File: src/include/branch_pkg.sv
// Purpose: Shared types and constants for the conditional branch evaluator
// Assumes: 8-bit core, 16-bit program counter
// Notes:   Condition codes cover the sign-flag, equality and unsigned relative jumps
package branch_pkg;
    localparam int PC_W     = 16;
    localparam int OFS_W    = 8;
    localparam int INSTR_LEN = 2;
    localparam logic [PC_W-1:0] PC_RST = 16'h0000;

    typedef enum logic [3:0] {
        COND_JUMP_IF_PLUS             = 4'h0,
        COND_JUMP_IF_MINUS            = 4'h1,
        COND_JUMP_IF_EQUAL            = 4'h2,
        COND_JUMP_IF_NOT_EQUAL        = 4'h3,
        COND_JUMP_IF_CARRY            = 4'h4,
        COND_JUMP_IF_NO_CARRY         = 4'h5,
        COND_JUMP_IF_UNSIGNED_GREATER = 4'h6,
        COND_JUMP_IF_UNSIGNED_LESS_EQUAL = 4'h7,
        COND_ALWAYS                   = 4'h8,
        COND_NEVER                    = 4'h9
    } cond_t;

    typedef struct packed {
        logic h;
        logic i;
        logic n;
        logic z;
        logic c;
    } flags_t;

    typedef struct packed {
        logic             valid;
        cond_t            cond;
        logic [OFS_W-1:0] offset;
    } jump_req_t;

    typedef struct packed {
        logic [PC_W-1:0] pc;
        flags_t          flags;
        logic            taken;
        logic            done;
    } state_t;
endpackage
File: src/hdl/conditional_branch_evaluator.sv
// Purpose: Evaluates conditional relative jumps and updates the program counter
// Assumes: Condition flags and jump request come from logic on REF_CLK
// Notes:   Program counter points at the jump; fallthrough skips the two instruction bytes
// How it works
// - Plus jump taken only when negative flag is clear.
// - Equal jump taken only when zero flag is set.
// - Not-equal jump taken only when zero flag is clear.
// - Unsigned-greater jump taken when carry OR zero equals zero.
// - Unsigned-less-equal jump taken when carry OR zero equals one.
// - Taken jump adds the two instruction bytes plus sign-extended 8-bit offset to program counter.
// - Minus jump taken only when negative flag is set.
`timescale 1ns/1ps
`default_nettype none
module conditional_branch_evaluator (
    input  wire logic                         REF_CLK,
    input  wire logic                         RST_N,
    input  wire branch_pkg::jump_req_t        JUMP_REQ,
    input  wire branch_pkg::flags_t           FLAGS_IN,
    input  wire logic                         PC_LOAD,
    input  wire logic [branch_pkg::PC_W-1:0]  PC_LOAD_VAL,
    output logic [branch_pkg::PC_W-1:0]       PROGRAM_COUNTER,
    output branch_pkg::flags_t                FLAGS_OUT,
    output logic                              TAKEN,
    output logic                              DONE
);
    import branch_pkg::*;

    state_t s_q;
    state_t s_d;

    function automatic logic cond_met(input cond_t c, input flags_t f);
        case (c)
            COND_JUMP_IF_PLUS:                cond_met = (f.n == 1'b0);
            COND_JUMP_IF_MINUS:               cond_met = (f.n == 1'b1);
            COND_JUMP_IF_EQUAL:               cond_met = (f.z == 1'b1);
            COND_JUMP_IF_NOT_EQUAL:           cond_met = (f.z == 1'b0);
            COND_JUMP_IF_CARRY:               cond_met = (f.c == 1'b1);
            COND_JUMP_IF_NO_CARRY:            cond_met = (f.c == 1'b0);
            COND_JUMP_IF_UNSIGNED_GREATER:    cond_met = ((f.c | f.z) == 1'b0);
            COND_JUMP_IF_UNSIGNED_LESS_EQUAL: cond_met = ((f.c | f.z) == 1'b1);
            COND_ALWAYS:                      cond_met = 1'b1;
            default:                          cond_met = 1'b0;
        endcase
    endfunction

    function automatic logic [PC_W-1:0] rel_target(input logic [PC_W-1:0] pc, input logic [OFS_W-1:0] ofs);
        logic [PC_W-1:0] ext;
        ext = {{(PC_W-OFS_W){ofs[OFS_W-1]}}, ofs};
        rel_target = pc + PC_W'(INSTR_LEN) + ext;
    endfunction

    logic met;

    always_comb begin
        s_d      = s_q;
        met      = cond_met(JUMP_REQ.cond, FLAGS_IN);
        s_d.done = 1'b0;
        s_d.flags = FLAGS_IN;
        if (PC_LOAD) begin
            s_d.pc    = PC_LOAD_VAL;
            s_d.taken = 1'b0;
        end else if (JUMP_REQ.valid) begin
            s_d.done  = 1'b1;
            s_d.taken = met;
            if (met) begin
                s_d.pc = rel_target(s_q.pc, JUMP_REQ.offset);
            end else begin
                s_d.pc = s_q.pc + PC_W'(INSTR_LEN);
            end
        end
    end

    always_ff @(posedge REF_CLK) begin
        if (!RST_N) begin
            s_q <= '{pc: PC_RST, flags: '0, taken: 1'b0, done: 1'b0};
        end else begin
            s_q <= s_d;
        end
    end

    assign PROGRAM_COUNTER = s_q.pc;
    assign FLAGS_OUT       = s_q.flags;
    assign TAKEN           = s_q.taken;
    assign DONE            = s_q.done;
endmodule
`default_nettype wire

File: config.mk
export PLATFORM = sky130hd
export DESIGN_NAME = conditional_branch_evaluator
export DESIGN_NICKNAME = d
export VERILOG_FILES = /design/src/include/branch_pkg.sv /design/src/hdl/conditional_branch_evaluator.sv
export SDC_FILE = /design/constraint.sdc
export NUM_CORES = 1
export LEC_CHECK = 0
export BUFFER_PORTS_ARGS = -buffer_cell sky130_fd_sc_hd__buf_2
export CAP_MARGIN = 20
export CORE_MARGIN = 1.5
export CORE_UTILIZATION = 48
export CTS_CLUSTER_DIAMETER = 120
export CTS_CLUSTER_SIZE = 16
export DETAILED_ROUTE_END_ITERATION = 8
export GPL_ROUTABILITY_DRIVEN = 0
export PLACE_DENSITY = 0.77
export SYNTH_ARGS = -nofsm -noshare
export SYNTH_HDL_FRONTEND = slang
export SYNTH_SLANG_ARGS = --single-unit
File: constraint.sdc
create_clock -name REF_CLK -period 2.85 [get_ports REF_CLK]
set_clock_uncertainty 0.2 [all_clocks]
set_input_delay 0 -clock REF_CLK [delete_from_list [all_inputs] [get_ports REF_CLK]]
set_output_delay 0 -clock REF_CLK [all_outputs]
set_load 0.01 [all_outputs]
---- Yosys cells after proc, flatten, opt, wreduce, memory -nomap -nowiden ----
Cells that the tools add are included.
word-level totals
  register bits ........................... 23
  output and inout port bits .............. 23
  word-level logic and storage cells ...... 32
  input bits .............................. 37
operators by class
  multiplexer cells ....................... 5
  add/subtract/negate cells ............... 2
  reduce and logical (&&, ||, !) cells .... 3
  bitwise logic cells ..................... 6
  equal/unequal tests ..................... 8
operator list
  kind                                                  count
  two-way mux 16 bit                                    3
  adder 16 bit                                          1
  adder 16 x 2 -> 16 bit (second input constant)        1
  equality test 4 x 3 -> 1 bit (second input constant)  4
  case mux 1 bit (9 select lines)                       1
  equality test 4 x 2 -> 1 bit (second input constant)  2
  inverter 1 bit                                        5
  equality test 4 x 1 -> 1 bit (second input constant)  1
  equality test 4 bit (second input constant)           1
  zero test 4 bit                                       1
  nonzero test 2 bit                                    1
  OR reduction 2 bit                                    1
  two-way mux 1 bit                                     1
  OR 1 bit                                              1

---- Logic depth before layout (Yosys ltp) ----
Gate-level depths: netlist (run 1).
  depth in word-level cells ............... 6
  depth in mapped cells ................... 13
  mapped depth without buffers ............ 13

---- Worst setup path before layout (run 1) ----
Ideal clock, no wire load.
  path kind ............................... flip-flop to flip-flop
  from .................................... register s_q, in the netlist PROGRAM_COUNTER[3]
  to ...................................... register s_q, in the netlist PROGRAM_COUNTER[13]
  stages on the path, launching flop included .. 13
  required time ........................... 2.568 ns
  data arrival time ....................... 2.676 ns
  setup slack ............................. -0.108 ns
  clock period less this slack ............ 2.958 ns
  library setup time ...................... 0.082 ns
  path buffers ............................ 0
  path through ............................ dfxtp_1 > and4_1 > and2_1 > and3_1 > xor2_1 > ha_1 > o21ai_0 > nor2_1 > o211ai_1 > nand3_1 > o21ai_0 > mux2_2 > o221ai_1
between the ends
  cells in the longest elaborated chain, start to end .. 5
ends and longest elaborated chain
  what                        RTL line                                                                RTL
  from (decl)                 conditional_branch_evaluator.sv:28                                      state_t s_q;
  from (signal assigned)      conditional_branch_evaluator.sv:75                                      s_q <= '{pc: PC_RST, flags: '0, taken: 1'b0, done: 1'b0};
  adder 16 x 2 -> 16 bit (*)  conditional_branch_evaluator.sv:49, conditional_branch_evaluator.sv:68
  adder 16 bit                conditional_branch_evaluator.sv:49                                      rel_target = pc + PC_W'(INSTR_LEN) + ext;
  two-way mux 16 bit (*)      conditional_branch_evaluator.sv:65                                      if (met) begin
  two-way mux 16 bit (*)      conditional_branch_evaluator.sv:62                                      end else if (JUMP_REQ.valid) begin
  two-way mux 16 bit (*)      conditional_branch_evaluator.sv:59                                      if (PC_LOAD) begin
Every way passes the cells marked *; elsewhere a longest branch is shown, timed or not. The select of a mux whose other input is x is not followed.
A chain may end at the register's enable or synchronous reset.

---- Worst setup path in the final report (run 1) ----
  from .................................... register s_q, in the netlist PROGRAM_COUNTER[5]
  to ...................................... register s_q, in the netlist PROGRAM_COUNTER[11]
Same word-level chain as after synthesis.

==> results of run 1 <==
[placed cells by master, fill, tap and decap left out, types with 4 or more instances in the layout]
cell type and n:
buf_2 59, ha_1 12, nand2b_1 4, o211ai_1 5, nand4_1 5, and4_1 4
xnor2_2 4, ha_4 8, and3_1 4, xnor2_1 12, xor2_1 9, nor2_1 15
mux2i_1 9, o21ai_2 5, dfxtp_2 4, inv_1 10, and2_1 5, dlygate4sd3_1 36
nand2_1 25, a31oi_1 4, a211oi_2 4, dfxtp_1 17, a21oi_1 18, buf_4 42
nand3_1 8, nor3_1 4, o21ai_0 20
[final cells by class]
class	instances	area [um^2]	share of cell area, %
multi-input combinational	233	1850	53.4
timing repair buffer	139	993	28.6
clock buffer	4	45.0	1.30
inverter	11	41.3	1.19
tap	52	65.1	1.88
sequential	23	473	13.6
[worst max path at each step]
stage                          end                from
6_report       PROGRAM_COUNTER[11]  PROGRAM_COUNTER[5]
5_1_grt        PROGRAM_COUNTER[14]  PROGRAM_COUNTER[5]
3_3_place_gp   PROGRAM_COUNTER[15]  PROGRAM_COUNTER[5]
3_5_place_dp   PROGRAM_COUNTER[13]  PROGRAM_COUNTER[1]
4_1_cts        PROGRAM_COUNTER[14]  PROGRAM_COUNTER[3]
2_1_floorplan  PROGRAM_COUNTER[13]  PROGRAM_COUNTER[3]
[power groups by stage]
stage | registers (mW) | logic, mW | clock network, mW
after floorplan | 0.389 | 0.280 | 0
after global placement | 0.372 | 0.469 | 0
after detailed placement | 0.373 | 0.480 | 0
after CTS | 0.365 | 0.545 | 0.210
after global routing | 0.373 | 0.659 | 0.221
final | 0.371 | 0.612 | 0.213
[registers in the layout (all words and copies together) (netlist names)]
name,cells
DONE,1
FLAGS_OUT,5
PROGRAM_COUNTER,16
TAKEN,1
[worst reg2reg max path: cells and delay by family, from the launching register on]
family | cells | cell delay [ns]
and+or+nand+nor | 5 | 0.74
xor gates and xnor gates | 2 | 0.34
DFF | 1 | 0.34
AOI/OAI and AO/OA | 3 | 0.43
buffers and inverters | 2 | 0.29
muxes | 1 | 0.20
adders and majority gates | 1 | 0.25
[layer usage]
layer / vias up / routed length, um / track usage, % / part of all wire [%]
met5: - / 0 / 0 / 0
met4: 0 / 86 / 4.49 / 1.1
met3: 12 / 431 / 4.18 / 5.7
met2: 108 / 3910 / 54.0 / 52
met1: 1227 / 3090 / 34.2 / 41
li1: 1275 / - / - / -
[cells by family (layout without fill, tap and decap cells)]
logic type      Yosys count  after routing  share of synthesized area [%]
buf+inv                  21            154                           4.33
compound gates           84             84                           24.7
xor+xnor                 26             26                           10.5
mux                      12             12                           5.71
simple gates             90             90                           21.1
fa+ha+maj                21             21                           12.5
flops                    23             23                           21.2
[stage by stage]
stage	power [mW]	setup WS, ns	instances	TNS [ns]
after CTS	1.12	0.00238	458	0
after global placement	0.841	-0.0498	414	-0.141
after floorplan	0.669	0.0117	277	0
final	1.20	-0.0527	462	-0.114
after global routing	1.25	-0.158	462	-0.660
after detailed placement	0.853	-0.188	414	-0.539
[what timing repair did]
action,4_1_cts,5_1_grt
pin swaps,18,26
endpoints found under the hold margin,21,0
setup endpoints to repair,4,11
hold buffers,36,0
resized for setup,16,34
buffers inserted,4,4
==> impl_metrics.json, run 1 <==
{
  "status": "finished, violations left",
  "violations": "setup timing",
  "htreeDepth": 1,
  "clk_latency_ns": 0.27,
  "rsz0062_at_grt": "yes",
  "dr_total_vias": 2622,
  "p_seq_share_pct": 31.0,
  "fin_crit_sh_pct": 102,
  "crit_family": "simple AND/OR/NAND/NOR gates",
  "fin_util_pct": 79.7,
  "grt_pass1_wl_mm": 11.6,
  "drive_gt1_share_pct": 37.8,
  "fp.dieArea_um2": 4930,
  "async_reset_ff_share_pct": 0,
  "start_util_pct": 49.8,
  "min_path_cells": 3,
  "drtPass1Iterations": 4,
  "worst-path-buf-inv": 2,
  "core_um2": 4350,
  "dp_hpwl_mm": 4.67,
  "yosysSeqAreaShare_pct": 21.2,
  "clock-sinks": 23,
  "portBuffers": 59,
  "arrival_ns": 2.84,
  "hold_ws_ns": 0.0124,
  "grt_max_degree": 21,
  "grtUsageTotal_pct": 28.5,
  "yosysTopAreaCellShare_pct": 21.2,
  "synth_edf_count": 0,
  "path_cells": "and4_4 -> and2_4 -> and3_4 -> xor2_2 -> ha_4 -> o21ai_2 -> nor2_1 -> o211ai_1 -> buf_4 -> nand3_2 -> buf_6 -> xor2_1 -> mux2i_1 -> a31oi_1",
  "synth_area_um2": 2170,
  "worstMarginPinSlew_ns": 0.611,
  "maxSlewViolCount": 0,
  "ys.flop_type": "dfxtp_1",
  "ir_worst_vdd_mv": 0.242,
  "ioPinCount": 60,
  "r2r_end": "PROGRAM_COUNTER[11]",
  "start_kind": "register",
  "criticalPathCategory": "register to register",
  "netlist_instances": 277,
  "reg2reg_from": "PROGRAM_COUNTER[5]",
  "crit_cells": 14,
  "viasPerCell": 5.68,
  "clockRootBuffer": "clkbuf_8",
  "synth_cell_type_count": 45,
  "synth.top_cells.by_count": "nand2_1, o21ai_0, dfxtp_1",
  "clockBufferDepth": 2,
  "pwr-share-clk_pct": 17.8,
  "rows": 24,
  "synth_nets": 335,
  "die_h_um": 70.2,
  "r2r_cells": 14,
  "setup_viol": 3,
  "reg2reg_slack_ns": -0.05,
  "finalHoldViolCount": 0,
  "synth_area_per_cell_um2": 7.83,
  "ys_ff_latch": 23,
  "drtIter0Drc": 142,
  "yosys_warnings": 0,
  "p_sw_mw": 0.438,
  "drc": 0,
  "endpoint_kind": "register",
  "timing.slew.headroom_pct": 59.1,
  "slowest_delay_ns": 0.34,
  "grt_pass1_vias": 2585,
  "comb_power_share_pct": 51.2,
  "post_drt_wl_per_cell_um": 16.3,
  "cp_max_fo": 4,
  "hold_path_class": "input pin to register",
  "antenna_found_initial": 0,
  "antenna_left": 0,
  "synth_top_area_cell": "dfxtp_1",
  "path_clk_slew_ns": 0.09,
  "holdPathEnd": "PROGRAM_COUNTER[2]",
  "fmaxAchievable_ghz": 0.345,
  "fin_nets": 469,
  "hp-start": "PC_LOAD",
  "nFillCells": 285,
  "p_leak_nw": 1.59,
  "synth_area_leaders": "dfxtp_1, ha_1, xnor2_1",
  "cp.required_ns": 2.79,
  "syn2layout_area_growth_pct": 59.9,
  "period_needed_ns": 2.90,
  "place_area_um2": 2760,
  "cellPowerDensity_nw_per_um2": 345,
  "power.internal_mw": 0.758,
  "synth.most_common_cell": "nand2_1",
  "worst_path_max_delay_cell": "dfxtp_2",
  "cts_tree": "built",
  "maxCapViolCount": 0,
  "p_sw_share_pct": 36.6,
  "cts_buffers": 3,
  "setup_slack_ns": -0.0527,
  "n_antenna_cell": 0,
  "die_w_um": 70.2,
  "globalRouteOverflowTotal": 0,
  "wirelength_mm": 7.52,
  "final_cell_area_um2": 3470
}
No activity file was read; power rests on OpenSTA's default activity.
==> run 2, diff against run 1 <==
- CELL_PAD_IN_SITES_DETAIL_PLACEMENT: unset -> 0
- CELL_PAD_IN_SITES_GLOBAL_PLACEMENT: unset -> 1
- CORE_UTILIZATION: 48 -> 34
- PLACE_DENSITY: 0.77 -> 0.76
==> impl_metrics.json, run 2 (synthesis gave the netlist of run 1 again) <==
{
  "pwr-share-clk_pct": 17.8,
  "post_drt_wl_per_cell_um": 14.4,
  "reg2reg_slack_ns": -0.005,
  "cp_max_fo": 4,
  "arrival_ns": 2.85,
  "drtIter0Drc": 95,
  "globalRouteOverflowTotal": 0,
  "htreeDepth": 1,
  "n_antenna_cell": 0,
  "hp-start": "PC_LOAD",
  "dp_hpwl_mm": 5.04,
  "cellPowerDensity_nw_per_um2": 336,
  "start_util_pct": 36.0,
  "fin_nets": 471,
  "violations": "setup timing",
  "endpoint_kind": "register",
  "clk_latency_ns": 0.27,
  "antenna_left": 0,
  "period_needed_ns": 2.86,
  "post-place-cells": 443,
  "drtPass1Iterations": 4,
  "rsz0062_at_grt": "yes",
  "grt_pass1_wl_mm": 11.4,
  "grt_max_degree": 21,
  "r2r_cells": 12,
  "grtUsageTotal_pct": 20.1,
  "clockBufferDepth": 2,
  "instances_no_fill": 487,
  "clock-sinks": 23,
  "dr_total_vias": 2525,
  "final_cell_mix": "buf_2, buf_4, dlygate4sd3_1, nand2_1, a21oi_1",
  "finalHoldViolCount": 0,
  "comb_power_share_pct": 50.8,
  "final_cell_area_um2": 3510,
  "portBuffers": 59,
  "clockRootBuffer": "clkbuf_8",
  "die_w_um": 82.9,
  "p_sw_share_pct": 35.9,
  "place_ws_ns": -0.324,
  "core_um2": 6030,
  "holdPathEnd": "PROGRAM_COUNTER[4]",
  "gr-usage-met2_pct": 37.0,
  "criticalPathCategory": "register to register",
  "maxSlewViolCount": 0,
  "start_kind": "register",
  "status": "finished, violations left",
  "ir_worst_vdd_mv": 0.228,
  "hold_path_class": "input pin to register",
  "p_seq_share_pct": 31.4,
  "cp.required_ns": 2.85,
  "cts_buffers": 3,
  "r2r_end": "PROGRAM_COUNTER[15]",
  "gr-usage-met3_pct": 3.38,
  "largest_register_ffs": 16,
  "cts_tree": "built",
  "grt.busiest_layer": "met2",
  "drive_gt1_share_pct": 37.1,
  "met1_usage_pct": 24.5,
  "timing.slew.headroom_pct": 68.7,
  "p_sw_mw": 0.424,
  "reg2reg_from": "PROGRAM_COUNTER[5]",
  "place_area_um2": 2830,
  "worstMarginPinSlew_ns": 0.470,
  "wirelength_mm": 7.03,
  "fin_crit_sh_pct": 100,
  "final_common_cell": "buf_2",
  "setup_slack_ns": -0.00501,
  "rows": 28,
  "maxCapViolCount": 0,
  "die_h_um": 82.9,
  "path_clk_slew_ns": 0.09,
  "nFillCells": 570,
  "fp.dieArea_um2": 6870,
  "ioPinCount": 60,
  "setup_viol": 2,
  "grt_pass1_vias": 2447,
  "drc": 0,
  "min_path_cells": 2,
  "fmaxAchievable_ghz": 0.350,
  "viasPerCell": 5.18,
  "power.internal_mw": 0.758,
  "p_total_mw": 1.18,
  "antenna_found_initial": 0,
  "p_leak_nw": 1.62,
  "syn2layout_area_growth_pct": 61.9
}
run 2: routing by layer:
layer	routed length, um	vias to the layer above
met5	0	-
met4	65	0
met3	313	6
met2	3590	70
met1	3060	1159
li1	-	1290
run 2: power by group through the flow:
stage | clock (mW) | combinational, mW | sequential (mW)
3_5_place_dp | 0 | 0.489 | 0.375
3_3_place_gp | 0 | 0.488 | 0.374
5_1_grt | 0.231 | 0.655 | 0.375
4_1_cts | 0.222 | 0.574 | 0.369
6_report | 0.211 | 0.601 | 0.371
2_1_floorplan | 0 | 0.280 | 0.389
run 2: worst max path at each step:
stage                       start                  end  slack [ns]
2_1_floorplan  PROGRAM_COUNTER[3]  PROGRAM_COUNTER[13]        0.01
3_3_place_gp   PROGRAM_COUNTER[3]  PROGRAM_COUNTER[14]       -0.29
3_5_place_dp   PROGRAM_COUNTER[5]  PROGRAM_COUNTER[14]       -0.32
4_1_cts        PROGRAM_COUNTER[3]  PROGRAM_COUNTER[15]       -0.02
5_1_grt        PROGRAM_COUNTER[6]  PROGRAM_COUNTER[15]       -0.11
6_report       PROGRAM_COUNTER[5]  PROGRAM_COUNTER[15]      -0.005
run 2: cell type report:
type	instances	area [um^2]	area share, %
clock buffers	4	45.0	1.28
flip-flops and latches	23	468	13.3
multi-input cells	233	1860	53.0
repair buffers	141	1000	28.6
well taps	75	93.8	2.67
inverters	11	41.3	1.18
run 2: what timing repair did:
action	4_1_cts	5_1_grt
endpoints found under the hold margin	21	0
endpoints found under the setup margin	5	8
hold buffers	37	0
resized for setup	31	15
buffers inserted	3	0
pin swaps	29	14
run 2: worst max-delay path: stages (launching register included):
cell and delay, ns:
dfxtp_2 0.34, and4_4 0.22, and2_4 0.13, and3_4 0.24, nand2_4 0.08, xnor2_4 0.22, ha_4 0.24, a21o_1 0.16
a211oi_2 0.19, nand4_1 0.22, and2_1 0.23, o2111a_1 0.23, o211ai_1 0.08
run 2: through the flow:
step	setup TNS [ns]	util (%)	hold WS, ns
2_1_floorplan	0	-	-0.0783
3_3_place_gp	-0.802	47.0	0.00422
3_5_place_dp	-1.04	47.0	0.0118
4_1_cts	-0.0358	57.1	0.0112
5_1_grt	-0.443	58.3	0.0244
6_report	-0.00939	58.3	0.0289
==> run 3, diff against run 2 <==
- ABC_AREA: unset -> 1
- CORE_UTILIZATION: 34 -> 33
==> impl_metrics.json, run 3 <==
{
  "fp.dieArea_um2": 7590,
  "final_cell_mix": "nand2_1, buf_2, inv_1, nor2_1, nand3_1",
  "fin_util_pct": 47.0,
  "ys.flop_type": "dfxtp_1",
  "synth_area_leaders": "dfxtp_1, nand2_1, ha_1",
  "p_seq_share_pct": 35.3,
  "antenna_found_initial": 0,
  "endpoint_kind": "register",
  "worst_path_max_delay_cell": "dfxtp_1",
  "grt_pass1_vias": 2488,
  "cts_tree": "built",
  "netlist_instances": 363,
  "synth.most_common_cell": "nand2_1",
  "fin_crit_sh_pct": 92.9,
  "yosysTopAreaCellShare_pct": 19.7,
  "period_needed_ns": 2.65,
  "rows": 30,
  "dr_total_vias": 2682,
  "criticalPathCategory": "register to register",
  "pwr-share-clk_pct": 19.8,
  "crit_family": "simple AND/OR/NAND/NOR gates",
  "path_cells": "buf_4 -> nand4_1 -> nor2_1 -> nand3_1 -> xnor2_2 -> buf_4 -> ha_1 -> nand3_1 -> nor3_2 -> nand2_1 -> nand3_1 -> nand3_1 -> nand2_1 -> a21oi_1",
  "largest_register_ffs": 16,
  "final_cell_area_um2": 3210,
  "syn2layout_area_growth_pct": 37.6,
  "globalRouteOverflowTotal": 0,
  "ys_ff_latch": 23,
  "nFillCells": 744,
  "antenna_left": 0,
  "die_w_um": 87.1,
  "finalHoldViolCount": 0,
  "post_drt_wl_per_cell_um": 12.8,
  "fin_nets": 521,
  "hold_path_class": "input pin to register",
  "synth_cell_type_count": 35,
  "start_kind": "register",
  "grtUsageTotal_pct": 19.0,
  "p_total_mw": 1.05,
  "crit_top_cell": "nand3_1",
  "p_sw_share_pct": 38.1,
  "timing.slew.headroom_pct": 66.0,
  "async_reset_ff_share_pct": 0,
  "clockRootBuffer": "clkbuf_8",
  "synth_nets": 421,
  "path_clk_slew_ns": 0.09,
  "synth_edf_count": 0,
  "cts_buffers": 3,
  "ioPinCount": 60,
  "arrival_ns": 2.60,
  "fmaxAchievable_ghz": 0.378,
  "grt_pass1_wl_mm": 11.6,
  "drtPass1Iterations": 4,
  "worst-path-buf-inv": 2,
  "drc": 0,
  "synth_area_per_cell_um2": 6.43,
  "cellPowerDensity_nw_per_um2": 326,
  "setup_viol": 0,
  "final_common_cell": "nand2_1",
  "start_util_pct": 34.2,
  "die_h_um": 87.1,
  "viasPerCell": 4.81,
  "maxSlewViolCount": 0,
  "p_sw_mw": 0.398,
  "yosysSeqAreaShare_pct": 19.7,
  "drive_gt1_share_pct": 24.0,
  "p_leak_nw": 1.68,
  "worstMarginPinSlew_ns": 0.507,
  "power.internal_mw": 0.648,
  "synth_area_um2": 2330,
  "cp.required_ns": 2.80,
  "clk_latency_ns": 0.27,
  "drtIter0Drc": 110,
  "synth_top_area_cell": "dfxtp_1",
  "grt_max_degree": 21,
  "cp_max_fo": 5,
  "htreeDepth": 1,
  "synth.top_cells.by_count": "nand2_1, inv_1, nor2_1",
  "clockBufferDepth": 2,
  "clock-sinks": 23,
  "wirelength_mm": 7.12,
  "rsz0062_at_grt": "yes",
  "dp_hpwl_mm": 5.46,
  "portBuffers": 59,
  "slowest_delay_ns": 0.34,
  "status": "complete, no violations",
  "maxCapViolCount": 0,
  "n_antenna_cell": 0,
  "comb_power_share_pct": 44.9,
  "ir_worst_vdd_mv": 0.152,
  "core_um2": 6830,
  "yosys_warnings": 0,
  "place_area_um2": 2770
}
## run 3: per-layer routing
layer / vias up / part of all wire (%) / global-route usage, %
met2: 65 / 49 / 33.5
li1: 1388 / - / -
met5: - / 0 / 0
met3: 10 / 4.2 / 3.41
met4: 0 / 1.1 / 2.60
met1: 1219 / 46 / 24.7
## run 3: cell families after synthesis
group,share of synthesized area [%]
AOI/OAI and AO/OA,15.1
adders and majority gates,11.6
xor gates and xnor gates,8.20
DFF,19.7
and+or+nand+nor,34.7
buffers and inverters,10.7
## run 3: worst paths after layout
path / start / end / slack (ns) / depth (start not counted)
setup / recovery: PROGRAM_COUNTER[7] / PROGRAM_COUNTER[14] / 0.20 / 14
hold / removal: PC_LOAD / PROGRAM_COUNTER[2] / 0.02 / 3
setup reg to reg: PROGRAM_COUNTER[7] / PROGRAM_COUNTER[14] / 0.20 / 14
hold reg to reg: TAKEN / TAKEN / 0.28 / 2
## run 3: area by class of cell
| cell class | instances | area [um^2] | share of cell area [%] |
|---|---|---|---|
| Timing Repair Buffer | 102 | 693 | 21.6 |
| Inverter | 53 | 199 | 6.19 |
| Tap cell | 96 | 120 | 3.74 |
| Sequential cell | 23 | 472 | 14.7 |
| Clock buffer | 4 | 45.0 | 1.40 |
| Multi-Input combinational cell | 280 | 1680 | 52.4 |
## run 3: worst register-to-register path, cell delays in order (launching register included)
cell and delay (ns):
dfxtp_1 0.34, buf_4 0.14, nand4_1 0.18, nor2_1 0.17, nand3_1 0.16, xnor2_2 0.19, buf_4 0.15, ha_1 0.30
nand3_1 0.13, nor3_2 0.12, nand2_1 0.11, nand3_1 0.10, nand3_1 0.08, nand2_1 0.08, a21oi_1 0.05
## run 3: power groups by stage
stage / registers, mW / clock network [mW] / logic (mW)
finish: 0.369 / 0.207 / 0.470
detailed placement: 0.374 / 0 / 0.423
CTS: 0.366 / 0.218 / 0.457
global placement: 0.373 / 0 / 0.422
floorplan: 0.384 / 0 / 0.281
global route: 0.372 / 0.227 / 0.530
## run 3: through the flow
step                      setup slack (ns)  setup TNS, ns  instances  hold WS, ns
after floorplan                      0.290              0        363       -0.107
after global placement              0.0964              0        521      -0.0198
after detailed placement            0.0489              0        521      -0.0112
after CTS                           0.0429              0        555       0.0112
after global routing               -0.0491        -0.0659        558       0.0318
final                                0.203              0        558       0.0192
## run 3: what timing repair did
action,4_1_cts,5_1_grt
gates resized for setup,0,22
hold endpoints to repair,22,0
endpoints found under the setup margin,0,8
setup buffers,0,3
hold buffers,30,0
